### src/cao_pkg.sv
// Constants, types and register map of the commutation angle block
package cao_pkg;

  // ----------------------------------------------------------------
  // Register map
  // ----------------------------------------------------------------
  localparam int ADDR_W = 8;
  localparam logic [7:0] ADDR_CTRL = 8'h00;
  localparam logic [7:0] ADDR_OFFSET = 8'h04;
  localparam logic [7:0] ADDR_STATUS = 8'h08;
  localparam logic [7:0] ADDR_ANGLE = 8'h0c;
  localparam logic [7:0] ADDR_GAIN = 8'h10;
  localparam logic [7:0] ADDR_TMAX = 8'h14;

  // ----------------------------------------------------------------
  // Field positions
  // ----------------------------------------------------------------
  localparam int CTRL_SRC_LSB = 0;
  localparam int CTRL_TORQUE_BIT = 2;
  localparam int CTRL_START_BIT = 3;
  localparam int CTRL_NV_BIT = 4;
  localparam int CTRL_SAVE_BIT = 5;
  localparam int STAT_DONE_BIT = 0;
  localparam int STAT_ARMED_BIT = 1;
  localparam int STAT_ACTIVE_BIT = 2;
  localparam int STAT_PHASE_LSB = 4;
  localparam int ANGLE_PHASE_LSB = 16;

  // ----------------------------------------------------------------
  // Feedback source codes
  // ----------------------------------------------------------------
  localparam logic [1:0] SRC_ZERO = 2'h0;
  localparam logic [1:0] SRC_RESOLVER = 2'h1;
  localparam logic [1:0] SRC_ENCODER = 2'h2;

  // ----------------------------------------------------------------
  // Values after reset, and the alignment angle
  // ----------------------------------------------------------------
  localparam logic [1:0] RST_SRC = 2'h0;
  localparam logic [15:0] RST_OFFSET = 16'h0000;
  localparam logic [15:0] RST_GAIN = 16'h4000;
  localparam logic [15:0] RST_TMAX = 16'h7fff;
  localparam logic [15:0] ALIGN_ANGLE = 16'h4000;

  // ----------------------------------------------------------------
  // Timing
  // ----------------------------------------------------------------
  localparam int unsigned CLK_HZ = 125000000;
  localparam int unsigned TICK_US = 1000;
  localparam int unsigned TICK_CYCLES = CLK_HZ / 1000000 * TICK_US;
  localparam int unsigned LOOSEN_MS = 1000;
  localparam int unsigned ALIGN_MS = 2000;

  // ----------------------------------------------------------------
  // Types
  // ----------------------------------------------------------------
  typedef enum logic [2:0] {PH_IDLE, PH_ARMED, PH_LOOSEN, PH_ALIGN} cao_phase_e;

  typedef struct packed {
    logic [15:0] resolver_pos;
    logic [15:0] encoder_pos;
    logic drive_enable;
  } cao_fb_s;

  typedef struct packed {
    logic [15:0] fb_angle;
    logic [15:0] phase_angle;
    logic [15:0] torque_cmd;
    logic [15:0] gain_eff;
    logic adj_active;
    logic nv_save;
    logic param_save;
  } cao_drv_s;

  typedef struct packed {
    cao_phase_e phase;
    logic [1:0] src;
    logic torque_mode;
    logic nv_en;
    logic done;
    logic [15:0] offset;
    logic [15:0] gain;
    logic [15:0] tmax;
    logic [31:0] div;
    logic [15:0] ms;
    logic [31:0] rdata;
    cao_drv_s drv;
  } cao_state_s;

  localparam cao_state_s RST_STATE = '{
    phase: PH_IDLE,
    src: RST_SRC,
    torque_mode: 1'b0,
    nv_en: 1'b0,
    done: 1'b0,
    offset: RST_OFFSET,
    gain: RST_GAIN,
    tmax: RST_TMAX,
    div: 32'h00000000,
    ms: 16'h0000,
    rdata: 32'h00000000,
    drv: '0
  };

endpackage

### src/cao_angle.sv
// Commutation angle selection, offset and automatic offset adjustment
//
// Function
// - Feedback angle chosen from resolver, encoder or fixed zero.
// - Zero source holds the feedback angle at zero regardless of sensors.
// - Resolver source uses resolver position, 16 bits per revolution.
// - Encoder source uses encoder angle, 16 bits per revolution.
// - Stored programmable offset added between feedback and phase angle.
// - Current loop gains halved while the adjustment runs.
// - Adjustment first commands one eighth of maximum torque to loosen rotor.
// - Then quarter torque at fixed electrical angle; offset taken from position.
// - Armed start begins the sequence when the drive is enabled with torque mode set.
// - Completion indicator goes to zero when the sequence finishes.
// - Offset saved automatically with storage enabled, else by operator save.
//
// Design decisions made here: the APB slave port and the placing of the registers.
`timescale 1ns/1ns

module cao_angle #(
  parameter logic [31:0] TICK_CYCLES = cao_pkg::TICK_CYCLES,
  parameter logic [15:0] LOOSEN_MS = 16'(cao_pkg::LOOSEN_MS),
  parameter logic [15:0] ALIGN_MS = 16'(cao_pkg::ALIGN_MS)
) (
  input wire logic mclk,
  input wire logic srst,
  input wire logic psel,
  input wire logic penable,
  input wire logic pwrite,
  input wire logic [cao_pkg::ADDR_W-1:0] paddr,
  input wire logic [31:0] pwdata,
  output logic [31:0] prdata,
  output logic pready,
  output logic pslverr,
  input wire cao_pkg::cao_fb_s fb,
  output cao_pkg::cao_drv_s drv
);

  // ----------------------------------------------------------------
  // Helpers
  // ----------------------------------------------------------------
  function automatic logic mapped(input logic [cao_pkg::ADDR_W-1:0] a);
    logic hit;
    hit = 1'b0;
    unique case (a)
      cao_pkg::ADDR_CTRL,
      cao_pkg::ADDR_OFFSET,
      cao_pkg::ADDR_STATUS,
      cao_pkg::ADDR_ANGLE,
      cao_pkg::ADDR_GAIN,
      cao_pkg::ADDR_TMAX:
        hit = 1'b1;
      default:
        hit = 1'b0;
    endcase
    return hit;
  endfunction

  function automatic logic [15:0] frac_torque(input logic [15:0] tmax, input int sh);
    return tmax >> sh;
  endfunction

  function automatic logic span_end(input logic [15:0] ms, input logic [15:0] len);
    return ms == len - 16'h0001;
  endfunction

  function automatic logic [15:0] ms_step(input logic [15:0] ms);
    return ms + 16'h0001;
  endfunction

  // ----------------------------------------------------------------
  // State
  // ----------------------------------------------------------------
  cao_pkg::cao_state_s s_r;
  cao_pkg::cao_state_s s_nxt;
  logic access;
  logic wr;
  logic tick;
  logic [15:0] sel_angle;

  // ----------------------------------------------------------------
  // Bus handshake
  // ----------------------------------------------------------------
  assign access = psel & penable;
  assign wr = access & pwrite & mapped(paddr);
  assign pready = access;
  assign pslverr = access & ~mapped(paddr);
  assign prdata = s_r.rdata;

  // ----------------------------------------------------------------
  // Outputs and millisecond tick
  // ----------------------------------------------------------------
  assign drv = s_r.drv;
  assign tick = (s_r.div == TICK_CYCLES - 32'h00000001);

  // ----------------------------------------------------------------
  // Feedback source selection
  // ----------------------------------------------------------------
  always_comb
  begin
    sel_angle = 16'h0000;
    unique case (s_r.src)
      cao_pkg::SRC_RESOLVER:
        sel_angle = fb.resolver_pos;
      cao_pkg::SRC_ENCODER:
        sel_angle = fb.encoder_pos;
      default:
        sel_angle = 16'h0000;
    endcase
  end

  // ----------------------------------------------------------------
  // Next state
  // ----------------------------------------------------------------
  always_comb
  begin
    s_nxt = s_r;
    s_nxt.drv.nv_save = 1'b0;
    s_nxt.drv.param_save = 1'b0;

    // ----------------------------------------------------------------
    // Read data latched in the setup cycle
    // ----------------------------------------------------------------
    if (psel && !penable)
    begin
      s_nxt.rdata = 32'h00000000;
      unique case (paddr)
        cao_pkg::ADDR_CTRL:
        begin
          s_nxt.rdata[cao_pkg::CTRL_SRC_LSB +: 2] = s_r.src;
          s_nxt.rdata[cao_pkg::CTRL_TORQUE_BIT] = s_r.torque_mode;
          s_nxt.rdata[cao_pkg::CTRL_NV_BIT] = s_r.nv_en;
        end
        cao_pkg::ADDR_OFFSET:
          s_nxt.rdata[15:0] = s_r.offset;
        cao_pkg::ADDR_STATUS:
        begin
          s_nxt.rdata[cao_pkg::STAT_DONE_BIT] = s_r.done;
          s_nxt.rdata[cao_pkg::STAT_ARMED_BIT] = (s_r.phase == cao_pkg::PH_ARMED);
          s_nxt.rdata[cao_pkg::STAT_ACTIVE_BIT] = s_r.drv.adj_active;
          s_nxt.rdata[cao_pkg::STAT_PHASE_LSB +: 3] = 3'(s_r.phase);
        end
        cao_pkg::ADDR_ANGLE:
        begin
          s_nxt.rdata[15:0] = s_r.drv.fb_angle;
          s_nxt.rdata[cao_pkg::ANGLE_PHASE_LSB +: 16] = s_r.drv.phase_angle;
        end
        cao_pkg::ADDR_GAIN:
          s_nxt.rdata[15:0] = s_r.gain;
        cao_pkg::ADDR_TMAX:
          s_nxt.rdata[15:0] = s_r.tmax;
        default:
          s_nxt.rdata = 32'h00000000;
      endcase
    end

    // ----------------------------------------------------------------
    // Register writes
    // ----------------------------------------------------------------
    if (wr)
    begin
      unique case (paddr)
        cao_pkg::ADDR_CTRL:
        begin
          s_nxt.src = pwdata[cao_pkg::CTRL_SRC_LSB +: 2];
          s_nxt.torque_mode = pwdata[cao_pkg::CTRL_TORQUE_BIT];
          s_nxt.nv_en = pwdata[cao_pkg::CTRL_NV_BIT];
          s_nxt.drv.param_save = pwdata[cao_pkg::CTRL_SAVE_BIT];
          if (pwdata[cao_pkg::CTRL_START_BIT] && s_r.phase == cao_pkg::PH_IDLE)
          begin
            s_nxt.phase = cao_pkg::PH_ARMED;
            s_nxt.done = 1'b1;
          end
        end
        cao_pkg::ADDR_OFFSET:
          s_nxt.offset = pwdata[15:0];
        cao_pkg::ADDR_GAIN:
          s_nxt.gain = pwdata[15:0];
        cao_pkg::ADDR_TMAX:
          s_nxt.tmax = pwdata[15:0];
        default:
          s_nxt.ms = s_r.ms;
      endcase
    end

    // ----------------------------------------------------------------
    // Millisecond divider
    // ----------------------------------------------------------------
    s_nxt.div = tick ? 32'h00000000 : s_r.div + 32'h00000001;

    // ----------------------------------------------------------------
    // Adjustment sequencer
    // ----------------------------------------------------------------
    unique case (s_r.phase)
      cao_pkg::PH_IDLE:
        s_nxt.ms = 16'h0000;
      cao_pkg::PH_ARMED:
      begin
        if (fb.drive_enable && s_r.torque_mode)
        begin
          s_nxt.phase = cao_pkg::PH_LOOSEN;
          s_nxt.ms = 16'h0000;
          s_nxt.div = 32'h00000000;
        end
      end
      cao_pkg::PH_LOOSEN:
      begin
        if (!fb.drive_enable)
          s_nxt.phase = cao_pkg::PH_IDLE;
        else if (tick)
        begin
          if (span_end(s_r.ms, LOOSEN_MS))
          begin
            s_nxt.phase = cao_pkg::PH_ALIGN;
            s_nxt.ms = 16'h0000;
          end
          else
            s_nxt.ms = ms_step(s_r.ms);
        end
      end
      cao_pkg::PH_ALIGN:
      begin
        if (!fb.drive_enable)
          s_nxt.phase = cao_pkg::PH_IDLE;
        else if (tick)
        begin
          if (span_end(s_r.ms, ALIGN_MS))
          begin
            s_nxt.phase = cao_pkg::PH_IDLE;
            s_nxt.offset = cao_pkg::ALIGN_ANGLE - sel_angle;
            s_nxt.done = 1'b0;
            s_nxt.drv.nv_save = s_r.nv_en;
            s_nxt.ms = 16'h0000;
          end
          else
            s_nxt.ms = ms_step(s_r.ms);
        end
      end
      default:
        s_nxt.phase = cao_pkg::PH_IDLE;
    endcase

    // ----------------------------------------------------------------
    // Registered outputs
    // ----------------------------------------------------------------
    s_nxt.drv.adj_active = (s_nxt.phase == cao_pkg::PH_LOOSEN) ||
                           (s_nxt.phase == cao_pkg::PH_ALIGN);
    s_nxt.drv.fb_angle = sel_angle;
    if (s_nxt.phase == cao_pkg::PH_ALIGN)
      s_nxt.drv.phase_angle = cao_pkg::ALIGN_ANGLE;
    else
      s_nxt.drv.phase_angle = sel_angle + s_nxt.offset;
    unique case (s_nxt.phase)
      cao_pkg::PH_LOOSEN:
        s_nxt.drv.torque_cmd = frac_torque(s_nxt.tmax, 3);
      cao_pkg::PH_ALIGN:
        s_nxt.drv.torque_cmd = frac_torque(s_nxt.tmax, 2);
      default:
        s_nxt.drv.torque_cmd = 16'h0000;
    endcase
    s_nxt.drv.gain_eff = s_nxt.drv.adj_active ? (s_nxt.gain >> 1) : s_nxt.gain;
  end

  // ----------------------------------------------------------------
  // State register
  // ----------------------------------------------------------------
  always_ff @(posedge mclk)
  begin
    if (srst)
      s_r <= cao_pkg::RST_STATE;
    else
      s_r <= s_nxt;
  end

endmodule

### config.mk
export PLATFORM = sky130hd
export DESIGN_NAME = cao_angle
export DESIGN_NICKNAME = d
export VERILOG_FILES = /design/src/cao_pkg.sv /design/src/cao_angle.sv
export SDC_FILE = /design/constraint.sdc
export NUM_CORES = 1
export LEC_CHECK = 0
export BUFFER_PORTS_ARGS = -buffer_cell sky130_fd_sc_hd__buf_2
export CAP_MARGIN = 10
export CORE_MARGIN = 2
export CORE_UTILIZATION = 45
export CTS_CLUSTER_DIAMETER = 60
export DETAILED_ROUTE_END_ITERATION = 10
export PLACE_DENSITY_LB_ADDON = 0.05
export SLEW_MARGIN = 20
export SYNTH_ARGS = -nofsm -noshare
export SYNTH_HDL_FRONTEND = slang
export SYNTH_SLANG_ARGS = --single-unit
### constraint.sdc
create_clock -name mclk -period 4.1 [get_ports mclk]
set_input_delay 0.82 -clock mclk [delete_from_list [all_inputs] [get_ports mclk]]
set_output_delay 0.82 -clock mclk [all_outputs]
set_load 0.01 [all_outputs]
==> results of run 1 <==
[routing by layer]
metal | track usage (%) | share of wire [%] | vias up
met1 | 35.3 | 50 | 4007
met2 | 34.0 | 42 | 253
li1 | - | - | 4288
met5 | 0 | 0 | -
met4 | 5.74 | 2.3 | 0
met3 | 2.73 | 5.7 | 44
[flip-flops by register name, indices dropped and copies added (netlist names)]
register,count
prdata,32
drv,65
s_r,104
[cells in the mapped netlist, drive strengths merged (5+ instances only)]
library cell	number
ha	20
and2	20
xor2	39
a211oi	18
nand4	21
nor3	30
a21oi	66
o21ai	23
dfxtp	201
or2	6
a22oi	21
a31oi	5
nor4	12
xnor2	22
mux2	29
inv	21
or3	9
buf	117
clkbuf	49
nor2	143
mux2i	31
and4	5
nor2b	19
a222oi	11
and3	24
nand3	52
nand2	104
[report_power, final]
group	internal, mW	switching (mW)
Clock	1.22	0.847
Combinational	0.0608	0.102
Sequential	1.96	0.00519
[layout make-up]
type | count | area share [%]
clock buffers | 34 | 5.63
clock inverters | 8 | 0.673
inverters | 21 | 0.653
multi-input cells | 795 | 42.9
flip-flops and latches | 201 | 33.4
well taps | 280 | 2.90
repair buffers | 275 | 13.9
[worst reg2reg max path, stage by stage (launching register included)]
cell	delay (ns)
dfxtp_2	0.31
or4_4	0.54
nor4_4	0.34
nand3_1	0.14
or3_4	0.43
buf_6	0.15
o21ai_4	0.18
inv_1	0.08
ha_1	0.28
nand3_1	0.11
a2111o_1	0.46
a41oi_2	0.26
o31ai_2	0.08
buf_4	0.14
a22oi_2	0.16
xnor2_1	0.14
nor2_1	0.06
[layout by cell type (no fill, tap or decap), types with 5 or more instances in the layout]
cell type	netlist	routed
clkbuf_16	0	25
and4_1	5	5
or3_1	9	8
a222oi_1	11	11
nor2b_1	19	18
xor2_1	39	39
buf_4	100	112
a22oi_1	19	13
clkbuf_1	48	7
buf_2	10	160
a31oi_1	5	5
and2_1	19	19
dfxtp_1	201	197
nand2_1	104	104
nor4_1	11	9
a21oi_2	0	6
mux2i_1	31	31
nor3_1	29	27
a22oi_2	2	8
mux2_2	29	29
a211oi_1	18	17
ha_1	20	14
nand3_1	51	51
or2_2	6	6
o21ai_0	20	19
inv_1	21	19
a21oi_1	66	59
nor2_1	143	143
xnor2_1	22	22
nand4_1	20	20
and3_1	24	24
[worst max-delay path by stage]
stage	slack (ns)	end	start
global placement	-0.28	drv[49]	paddr[1]
floorplan	0.04	drv[49]	s_r[198]
global route	-0.11	drv[50]	s_r[123]
detailed placement	-0.32	drv[50]	paddr[1]
CTS	0.004	drv[49]	s_r[100]
finish	0.1	drv[50]	s_r[123]
[kinds of logic after synthesis]
logic type	count (synthesis)	synth area share (%)
flops	201	39.8
fa+ha+maj	21	2.68
xor+xnor	61	5.29
other cells	1	0.0371
simple gates	473	23.3
compound gates	177	11.7
buf+inv	187	10.8
mux	60	6.31
[repair_timing]
action                                 CTS  global route
buffers inserted                         1             7
gates resized for setup                  8            40
hold buffers                             0             0
setup endpoints to repair                3             7
pin swaps                                2            17
endpoints found under the hold margin    0             0
==> flow_metrics.tcl, run 1 <==
set metrics [dict create \
    synth_top_cell_by_area "dfxtp_1" \
    yosysUniqueCellTypes 71 \
    drc 0 \
    tightest_slew_ns 0.965 \
    htreeDepth 1 \
    start_util_pct 46.0 \
    synth_edf_count 0 \
    fmax_ghz 0.250 \
    port_buffers 160 \
    ios 179 \
    fin_crit_ns 4.00 \
    place.gp.congestion 0.811 \
    wirelength_microns 27700 \
    finalNetCount 1417 \
    area_growth_pct 19.6 \
    async_flop_share_pct 0 \
    r2r_slack_ns 0.1 \
    cap_violations 0 \
    slowest_stage "or4_4" \
    multi_input_area_sq_um 5180 \
    slew_headroom_pct 35.4 \
    core_sq_um 22000 \
    root_buffer "clkbuf_16" \
    hp-class "reg2reg" \
    yosys-top-cells-area "dfxtp_1, buf_4, nor2_1, nand2_1, xor2_1" \
    peakVddDrop_mv 0.250 \
    required_ns 4.47 \
    grt_usage_pct 22.9 \
    synth-seq-cells 201 \
    grt_pass1_vias 8082 \
    power_mw 4.20 \
    drt_iter0_markers 448 \
    die_x_microns 154 \
    crit_family "simple AND/OR/NAND/NOR gates" \
    rsz0062_at_grt "yes" \
    finalCritPeriodShare_pct 97.7 \
    synthesis.area_sq_um 10100 \
    ys_warn_count 0 \
    grt.overflow.total 0 \
    cp.arrival_ns 4.37 \
    grt_pass1_wl_microns 44000 \
    die_h_microns 154 \
    syn_inst 1181 \
    wl_per_cell_microns 17.2 \
    stdcell_count 1614 \
    layout_setup_ws_ns 0.0959 \
    place_ws_ns -0.317 \
    antenna_found_initial 0 \
    clock_latency_ns 0.52 \
    final_cell_area_sq_um 12100 \
    dpl_cell_area_sq_um 11100 \
    seq_area_sq_um 4030 \
    critPathKind "reg2reg" \
    hold_viol_final 0 \
    crit_path_cell_trace "or4_4 -> nor4_4 -> nand3_1 -> or3_4 -> buf_6 -> o21ai_4 -> inv_1 -> ha_1 -> nand3_1 -> a2111o_1 -> a41oi_2 -> o31ai_2 -> buf_4 -> a22oi_2 -> xnor2_1 -> nor2_1" \
    status "finished, final reports clean" \
    power.density_nw_per_um2 348 \
    setup_viol 0 \
    cp.depth 16 \
    fin_tns_setup_ns 0 \
    viasPerCell 5.32 \
    clock-sinks 201 \
    grt_max_degree 81 \
    skew_ns 0.00792 \
    vias 8592 \
    antenna_left 0 \
    crit_buf_inv 3 \
    r2r_cells 16 \
    drive_above_1_share_pct 29.8 \
    yosysSeqAreaShare_pct 39.8 \
    cts_buffers 24 \
    cpMostUsedCell "nand3_1" \
    final_max_slew_viol_count 0 \
    endpoint_kind "register" \
    diodes 0 \
    hold_start "prdata[16]" \
    clockBufferDepth 3 \
    die_area_sq_um 23700 \
    fin_util_pct 55.0 \
    fillers 2088 \
    max_stage_delay_ns 0.54 \
    reg2reg_from "s_r[123]" \
    path_clk_slew_ns 0.06 \
    dp_cells 1564 \
    start_kind "register" \
    synth_top_flop_cell "dfxtp_1" \
    timing.rr.end "drv[50]" \
    dp_hpwl_microns 20100 \
    netlist.area_leader.share_pct 39.8 \
    rows 54 \
    avgSynthCellArea_sq_um 8.55 \
    cts_tree "done" \
    whs_path_depth 2 \
    min_to "prdata[16]" \
    crit_path_max_fanout 5 \
    drt-pass1-iter-count 8 \
    p_leak_nw 5.25 \
    holdWs_ns 0.452 \
]
No activity file was read; power rests on OpenSTA's default activity.
==> run 2, diff against run 1 <==
--- a/config.mk
+++ b/config.mk
@@ -5,6 +5,7 @@
 export SDC_FILE = /design/constraint.sdc
 export NUM_CORES = 1
 export LEC_CHECK = 0
+export ABC_AREA = 1
 export BUFFER_PORTS_ARGS = -buffer_cell sky130_fd_sc_hd__buf_2
 export CAP_MARGIN = 10
 export CORE_MARGIN = 2
==> run 2 against run 1 <==
Net effect:
- area after synthesis rose by 9.3%
- non-clock buffer count is 92 lower
- critical path depth up 6
- register-to-register slack better by 0.27 ns
- final cell count is 23% higher
- sequential share of layout area is 0.55 points lower
- synthesized cell count grew 34%
- global-route usage is 0.18 points lower
- setup slack gained 0.27 ns
- critical endpoint is now drv[48]
- largest cell class unchanged
- largest power group unchanged
==> flow_metrics.tcl, run 2 <==
set metrics [dict create \
    die_area_sq_um 25800 \
    clock-sinks 201 \
    grt_usage_pct 22.8 \
    fmax_ghz 0.268 \
    ctsHoldBuffers 0 \
    ys_warn_count 0 \
    fin_tns_setup_ns 0 \
    cts_resized 0 \
    dp_hpwl_microns 22500 \
    avgSynthCellArea_sq_um 6.96 \
    skew_ns 0.0131 \
    port_buffers 160 \
    reg2reg_from "s_r[199]" \
    p_leak_nw 5.72 \
    rsz0062_at_grt "no" \
    drc 0 \
    stdcell_count 1985 \
    hold_start "s_r[115]" \
    vias 9769 \
    final_common_cell "nand2_1" \
    required_ns 4.54 \
    critical_path.startpoint "s_r[199]" \
    final_cell_area_sq_um 12300 \
    viasPerCell 4.92 \
    async_flop_share_pct 0 \
    hold_viol_final 0 \
    diodes 0 \
    ios 179 \
    tightest_slew_ns 0.808 \
    root_buffer "clkbuf_16" \
    die_x_microns 161 \
    finalCritPeriodShare_pct 91.0 \
    mostFrequentLayoutCells "nand2_1, dfxtp_1, buf_2, inv_1, nor2_1" \
    hp-class "reg2reg" \
    yosysUniqueCellTypes 59 \
    yosysSeqAreaShare_pct 36.5 \
    clockBufferDepth 3 \
    htreeDepth 1 \
    synth_top_flop_cell "dfxtp_1" \
    layout_setup_ws_ns 0.369 \
    syn_inst 1586 \
    synth_edf_count 0 \
    fin_crit_ns 3.73 \
    p_sw_mw 0.953 \
    final_max_slew_viol_count 0 \
    cts_tree "done" \
    fin_util_pct 50.7 \
    netlist.area_leader.share_pct 36.5 \
    critPathKind "reg2reg" \
    cts_buffers 25 \
    dp_cells 1941 \
    peakVddDrop_mv 0.226 \
    grt_pass1_wl_microns 47600 \
    cts_setup_buffers 0 \
    top_register "s_r" \
    place.gp.congestion 0.893 \
    combPwrFrac_pct 3.8 \
    antenna_left 0 \
    r2r_slack_ns 0.37 \
    crit_path_max_fanout 12 \
    cp.arrival_ns 4.17 \
    wirelength_microns 29600 \
    clock_latency_ns 0.52 \
    drive_above_1_share_pct 20.4 \
    holdWs_ns 0.441 \
    start_kind "register" \
    power.density_nw_per_um2 352 \
    clockPowerShare_pct 50.4 \
    synth_top_cell_by_area "dfxtp_1" \
    drt_iter0_markers 704 \
    cap_violations 0 \
    synthTopCellsByCount "nand2_1, dfxtp_1, inv_1" \
    slew_headroom_pct 46.1 \
    wl_per_cell_microns 14.9 \
    core_sq_um 24200 \
    die_h_microns 161 \
    p_int_mw 3.37 \
    endpoint_kind "register" \
    setup_viol 0 \
    grt_pass1_vias 8938 \
    place_ws_ns 0.108 \
    rows 57 \
    power_frac_seq_pct 45.8 \
    grt.overflow.total 0 \
    synth-seq-cells 201 \
    status "finished, final reports clean" \
    start_util_pct 45.6 \
    finalNetCount 1743 \
    largest_reg_flops 104 \
    yosysMostFrequentCell "nand2_1" \
    antenna_found_initial 0 \
    area_growth_pct 11.1 \
    yosys-top-cells-area "dfxtp_1, nand2_1, buf_4, inv_1, nor2_1" \
    power_switching_share_pct 22.0 \
    grt_max_degree 62 \
    path_clk_slew_ns 0.05 \
    dpl_cell_area_sq_um 11400 \
    synthesis.area_sq_um 11000 \
    power_mw 4.32 \
    drt-pass1-iter-count 5 \
]
-- run 2: changes by cell type in the layout (fill, tap and decap cells not counted), moves of 23 or more --
cell     before  now
a21oi_1      59   84
and3_1       24    1
buf_4       112   23
inv_1        19  148
inv_2         2   40
mux2_2       29    0
mux2i_1      31    0
nand2_1     104  400
o21ai_0      19   93
o21ai_1       2   41
-- run 2: cells by family after synthesis --
group	share of synthesized area (%)
buffers and inverters	15.7
flip-flops	36.5
other	0.0340
adder cells (fa/ha/maj)	2.45
AO/OA/AOI/OAI	14.8
XOR/XNOR	1.98
AND/OR/NAND/NOR	28.6
-- run 2: critical path, cell delays in order (launching register included) --
cell and delay (ns):
dfxtp_1 0.43, inv_1 0.07, ha_1 0.25, buf_4 0.20, nand2_1 0.07, nand2_1 0.06
nand2_1 0.15, nand2_1 0.13, inv_1 0.07, nand2_1 0.08, nor4_1 0.35, nand2_1 0.09
nand3_1 0.11, nand2_1 0.09, ha_1 0.39, nand2_1 0.08, nor2_1 0.16, nand3_1 0.12
nand3_1 0.13, a21boi_2 0.08, buf_4 0.13, or2_2 0.27, a21oi_2 0.13
-- run 2: path summary, 6_finish.rpt --
| path | endpoint | cells past startpoint |
|---|---|---|
| hold / removal | s_r[115] | 1 |
| setup / recovery | drv[48] | 22 |
| hold reg to reg | s_r[115] | 1 |
| setup reg to reg | drv[48] | 22 |
-- run 2: per-layer routing --
metal / global-route usage (%) / part of all wire (%)
met4: 5.12 / 1.8
met3: 2.66 / 5.1
met2: 35.4 / 43
met1: 33.8 / 50
met5: 0 / 0
-- run 2: power by group through the flow --
stage	Clock (mW)	Combinational, mW	Sequential [mW]
6_report	2.18	0.163	1.98
5_1_grt	2.32	0.183	1.98
4_1_cts	2.22	0.164	1.98
3_5_place_dp	0	0.164	2.02
3_3_place_gp	0	0.163	2.02
2_1_floorplan	0	0.105	2.02
-- run 2: cell type report --
type	instances	area, sq um
flip-flops and latches	201	4030
well taps	324	405
inverters	190	718
multi-input cells	1043	5310
clock buffers	38	764
repair buffers	183	973
clock inverters	6	67.6
fillers	2541	11900
==> run 3, diff against run 2 <==
--- a/config.mk
+++ b/config.mk
@@ -8,7 +8,7 @@
 export ABC_AREA = 1
 export BUFFER_PORTS_ARGS = -buffer_cell sky130_fd_sc_hd__buf_2
 export CAP_MARGIN = 10
-export CORE_MARGIN = 2
+export CORE_MARGIN = 4
 export CORE_UTILIZATION = 45
 export CTS_CLUSTER_DIAMETER = 60
 export DETAILED_ROUTE_END_ITERATION = 10
==> run 3 against run 2 <==
Net effect:
- fmax increased by 2.2%
- count of clock-buffer cells in the layout down 6
- largest power group unchanged
- hold slack improved by 0.00071 ns
==> flow_metrics.tcl, run 3 (synthesis results as in run 2) <==
set metrics [dict create \
    drt-pass1-iter-count 5 \
    hp-class "reg2reg" \
    status "finished, final reports clean" \
    drive_above_1_share_pct 20.5 \
    hold_start "s_r[115]" \
    fin_crit_ns 3.65 \
    place_ws_ns 0.0742 \
    rows 57 \
    whs_path_depth 1 \
    antenna_left 0 \
    cap_violations 0 \
    final_max_slew_viol_count 0 \
    cts_setup_buffers 0 \
    rsz0062_at_grt "no" \
    grt_max_degree 50 \
    tightest_slew_ns 0.939 \
    endpoint_kind "register" \
    start_kind "register" \
    crit_path_cell_trace "ha_1 -> nand2_1 -> nor2_2 -> nand4_1 -> nor2_4 -> nand3_4 -> nor2_4 -> inv_2 -> o211ai_1 -> o21ai_1 -> inv_1 -> ha_1 -> inv_1 -> fa_1 -> inv_1 -> nand3_1 -> nand2_1 -> nand2_1 -> nand2_1 -> a21oi_1 -> o21ai_1 -> nand2_1 -> a21o_1 -> a21oi_1" \
    layout_setup_ws_ns 0.449 \
    final_cell_area_sq_um 12400 \
    diodes 0 \
    antenna_found_initial 0 \
    htreeDepth 1 \
    setup_viol 0 \
    crit_family "simple AND/OR/NAND/NOR gates" \
    core_sq_um 24200 \
    drt_iter0_markers 616 \
    root_buffer "clkbuf_16" \
    peakVddDrop_mv 0.230 \
    hold_viol_final 0 \
    p_leak_nw 5.77 \
    clock_latency_ns 0.53 \
    power.density_nw_per_um2 378 \
    grt_pass1_vias 8971 \
    finalNetCount 1742 \
    port_buffers 160 \
    reg2reg_from "s_r[99]" \
    cpMostUsedCell "nand2_1" \
    path_clk_slew_ns 0.06 \
    viasPerCell 4.92 \
    drc 0 \
    fmax_ghz 0.274 \
    crit_buf_inv 4 \
    die_h_microns 165 \
    slowest_stage "fa_1" \
    ctsHoldBuffers 0 \
    final_common_cell "nand2_1" \
    power_mw 4.68 \
    cts_tree "done" \
    crit_path_max_fanout 13 \
    dpl_cell_area_sq_um 11400 \
    finalCritPeriodShare_pct 89.1 \
    slew_headroom_pct 37.3 \
    cts_buffers 26 \
    timing.rr.end "drv[45]" \
    largest_reg_flops 104 \
    start_util_pct 45.5 \
    die_area_sq_um 27100 \
    grt_usage_pct 21.8 \
    clock-sinks 201 \
    mostFrequentLayoutCells "nand2_1, dfxtp_1, buf_2, inv_1, nor2_1" \
    grt.overflow.total 0 \
    wirelength_microns 30000 \
    wl_per_cell_microns 15.1 \
    area_growth_pct 12.2 \
    critPathKind "reg2reg" \
    max_stage_delay_ns 0.40 \
    r2r_cells 24 \
    min_to "s_r[115]" \
    dp_hpwl_microns 23000 \
    clockBufferDepth 3 \
    skew_ns 0.00946 \
    ios 179 \
    required_ns 4.56 \
    place.gp.congestion 0.898 \
    grt_pass1_wl_microns 47500 \
    fin_tns_setup_ns 0 \
    cp.arrival_ns 4.11 \
    die_x_microns 165 \
    vias 9779 \
    top_register "s_r" \
    r2r_slack_ns 0.45 \
]
-- run 3: cell types whose count changed in the layout (fill, tap and decap cells not counted), moves of 3 or more --
cell / delta
bufinv_16: +5
clkbuf_8: -5
clkinv_2: +4
clkbuf_1: -3
-- run 3: layout make-up --
class / count / area (sq um)
Inverter: 190 / 721
Timing Repair Buffer: 181 / 958
Clock buffer: 32 / 734
Sequential cell: 201 / 4030
Multi-Input combinational cell: 1043 / 5290
Tap cell: 324 / 405
Clock inverter: 15 / 240
Fill cell: 2534 / 11900
-- run 3: worst max path at each step --
stage / from / endpoint / slack (ns) / cells past startpoint
global route: s_r[99] / drv[45] / 0.04 / 24
CTS: s_r[198] / drv[50] / 0.23 / 22
finish: s_r[99] / drv[45] / 0.45 / 24
detailed placement: paddr[0] / drv[50] / 0.07 / 23
floorplan: paddr[0] / drv[45] / 0.47 / 25
global placement: paddr[6] / drv[45] / 0.11 / 25
-- run 3: power breakdown --
part	internal (mW)	total, mW	leakage (nW)	switching [mW]
clock network	1.65	2.54	0.484	0.889
logic	0.0540	0.162	3.66	0.108
registers	1.97	1.98	1.62	0.00939
total	3.67	4.68	5.77	1.01
-- run 3: what timing repair did --
action / in CTS / in global routing
endpoints found under the hold margin: 0 / 0
endpoints found under the setup margin: 0 / 4
gates resized for setup: 0 / 6
-- run 3: layer usage --
layer	GRT usage, %	vias to the layer above	share of wire, %	routed length, microns
li1	-	5120	-	-
met1	31.8	4357	49	14800
met2	32.9	249	42	12700
met3	3.19	53	5.3	1600
met4	7.30	0	3.0	905
met5	0	-	0	0
-- run 3: stage by stage --
step,util (%),std cells,hold WS (ns)
2_1_floorplan,-,1588,0.413
6_report,51.0,1986,0.442
3_5_place_dp,47.0,1939,0.433
4_1_cts,51.0,1986,0.441
3_3_place_gp,47.0,1939,0.427
5_1_grt,51.0,1986,0.474
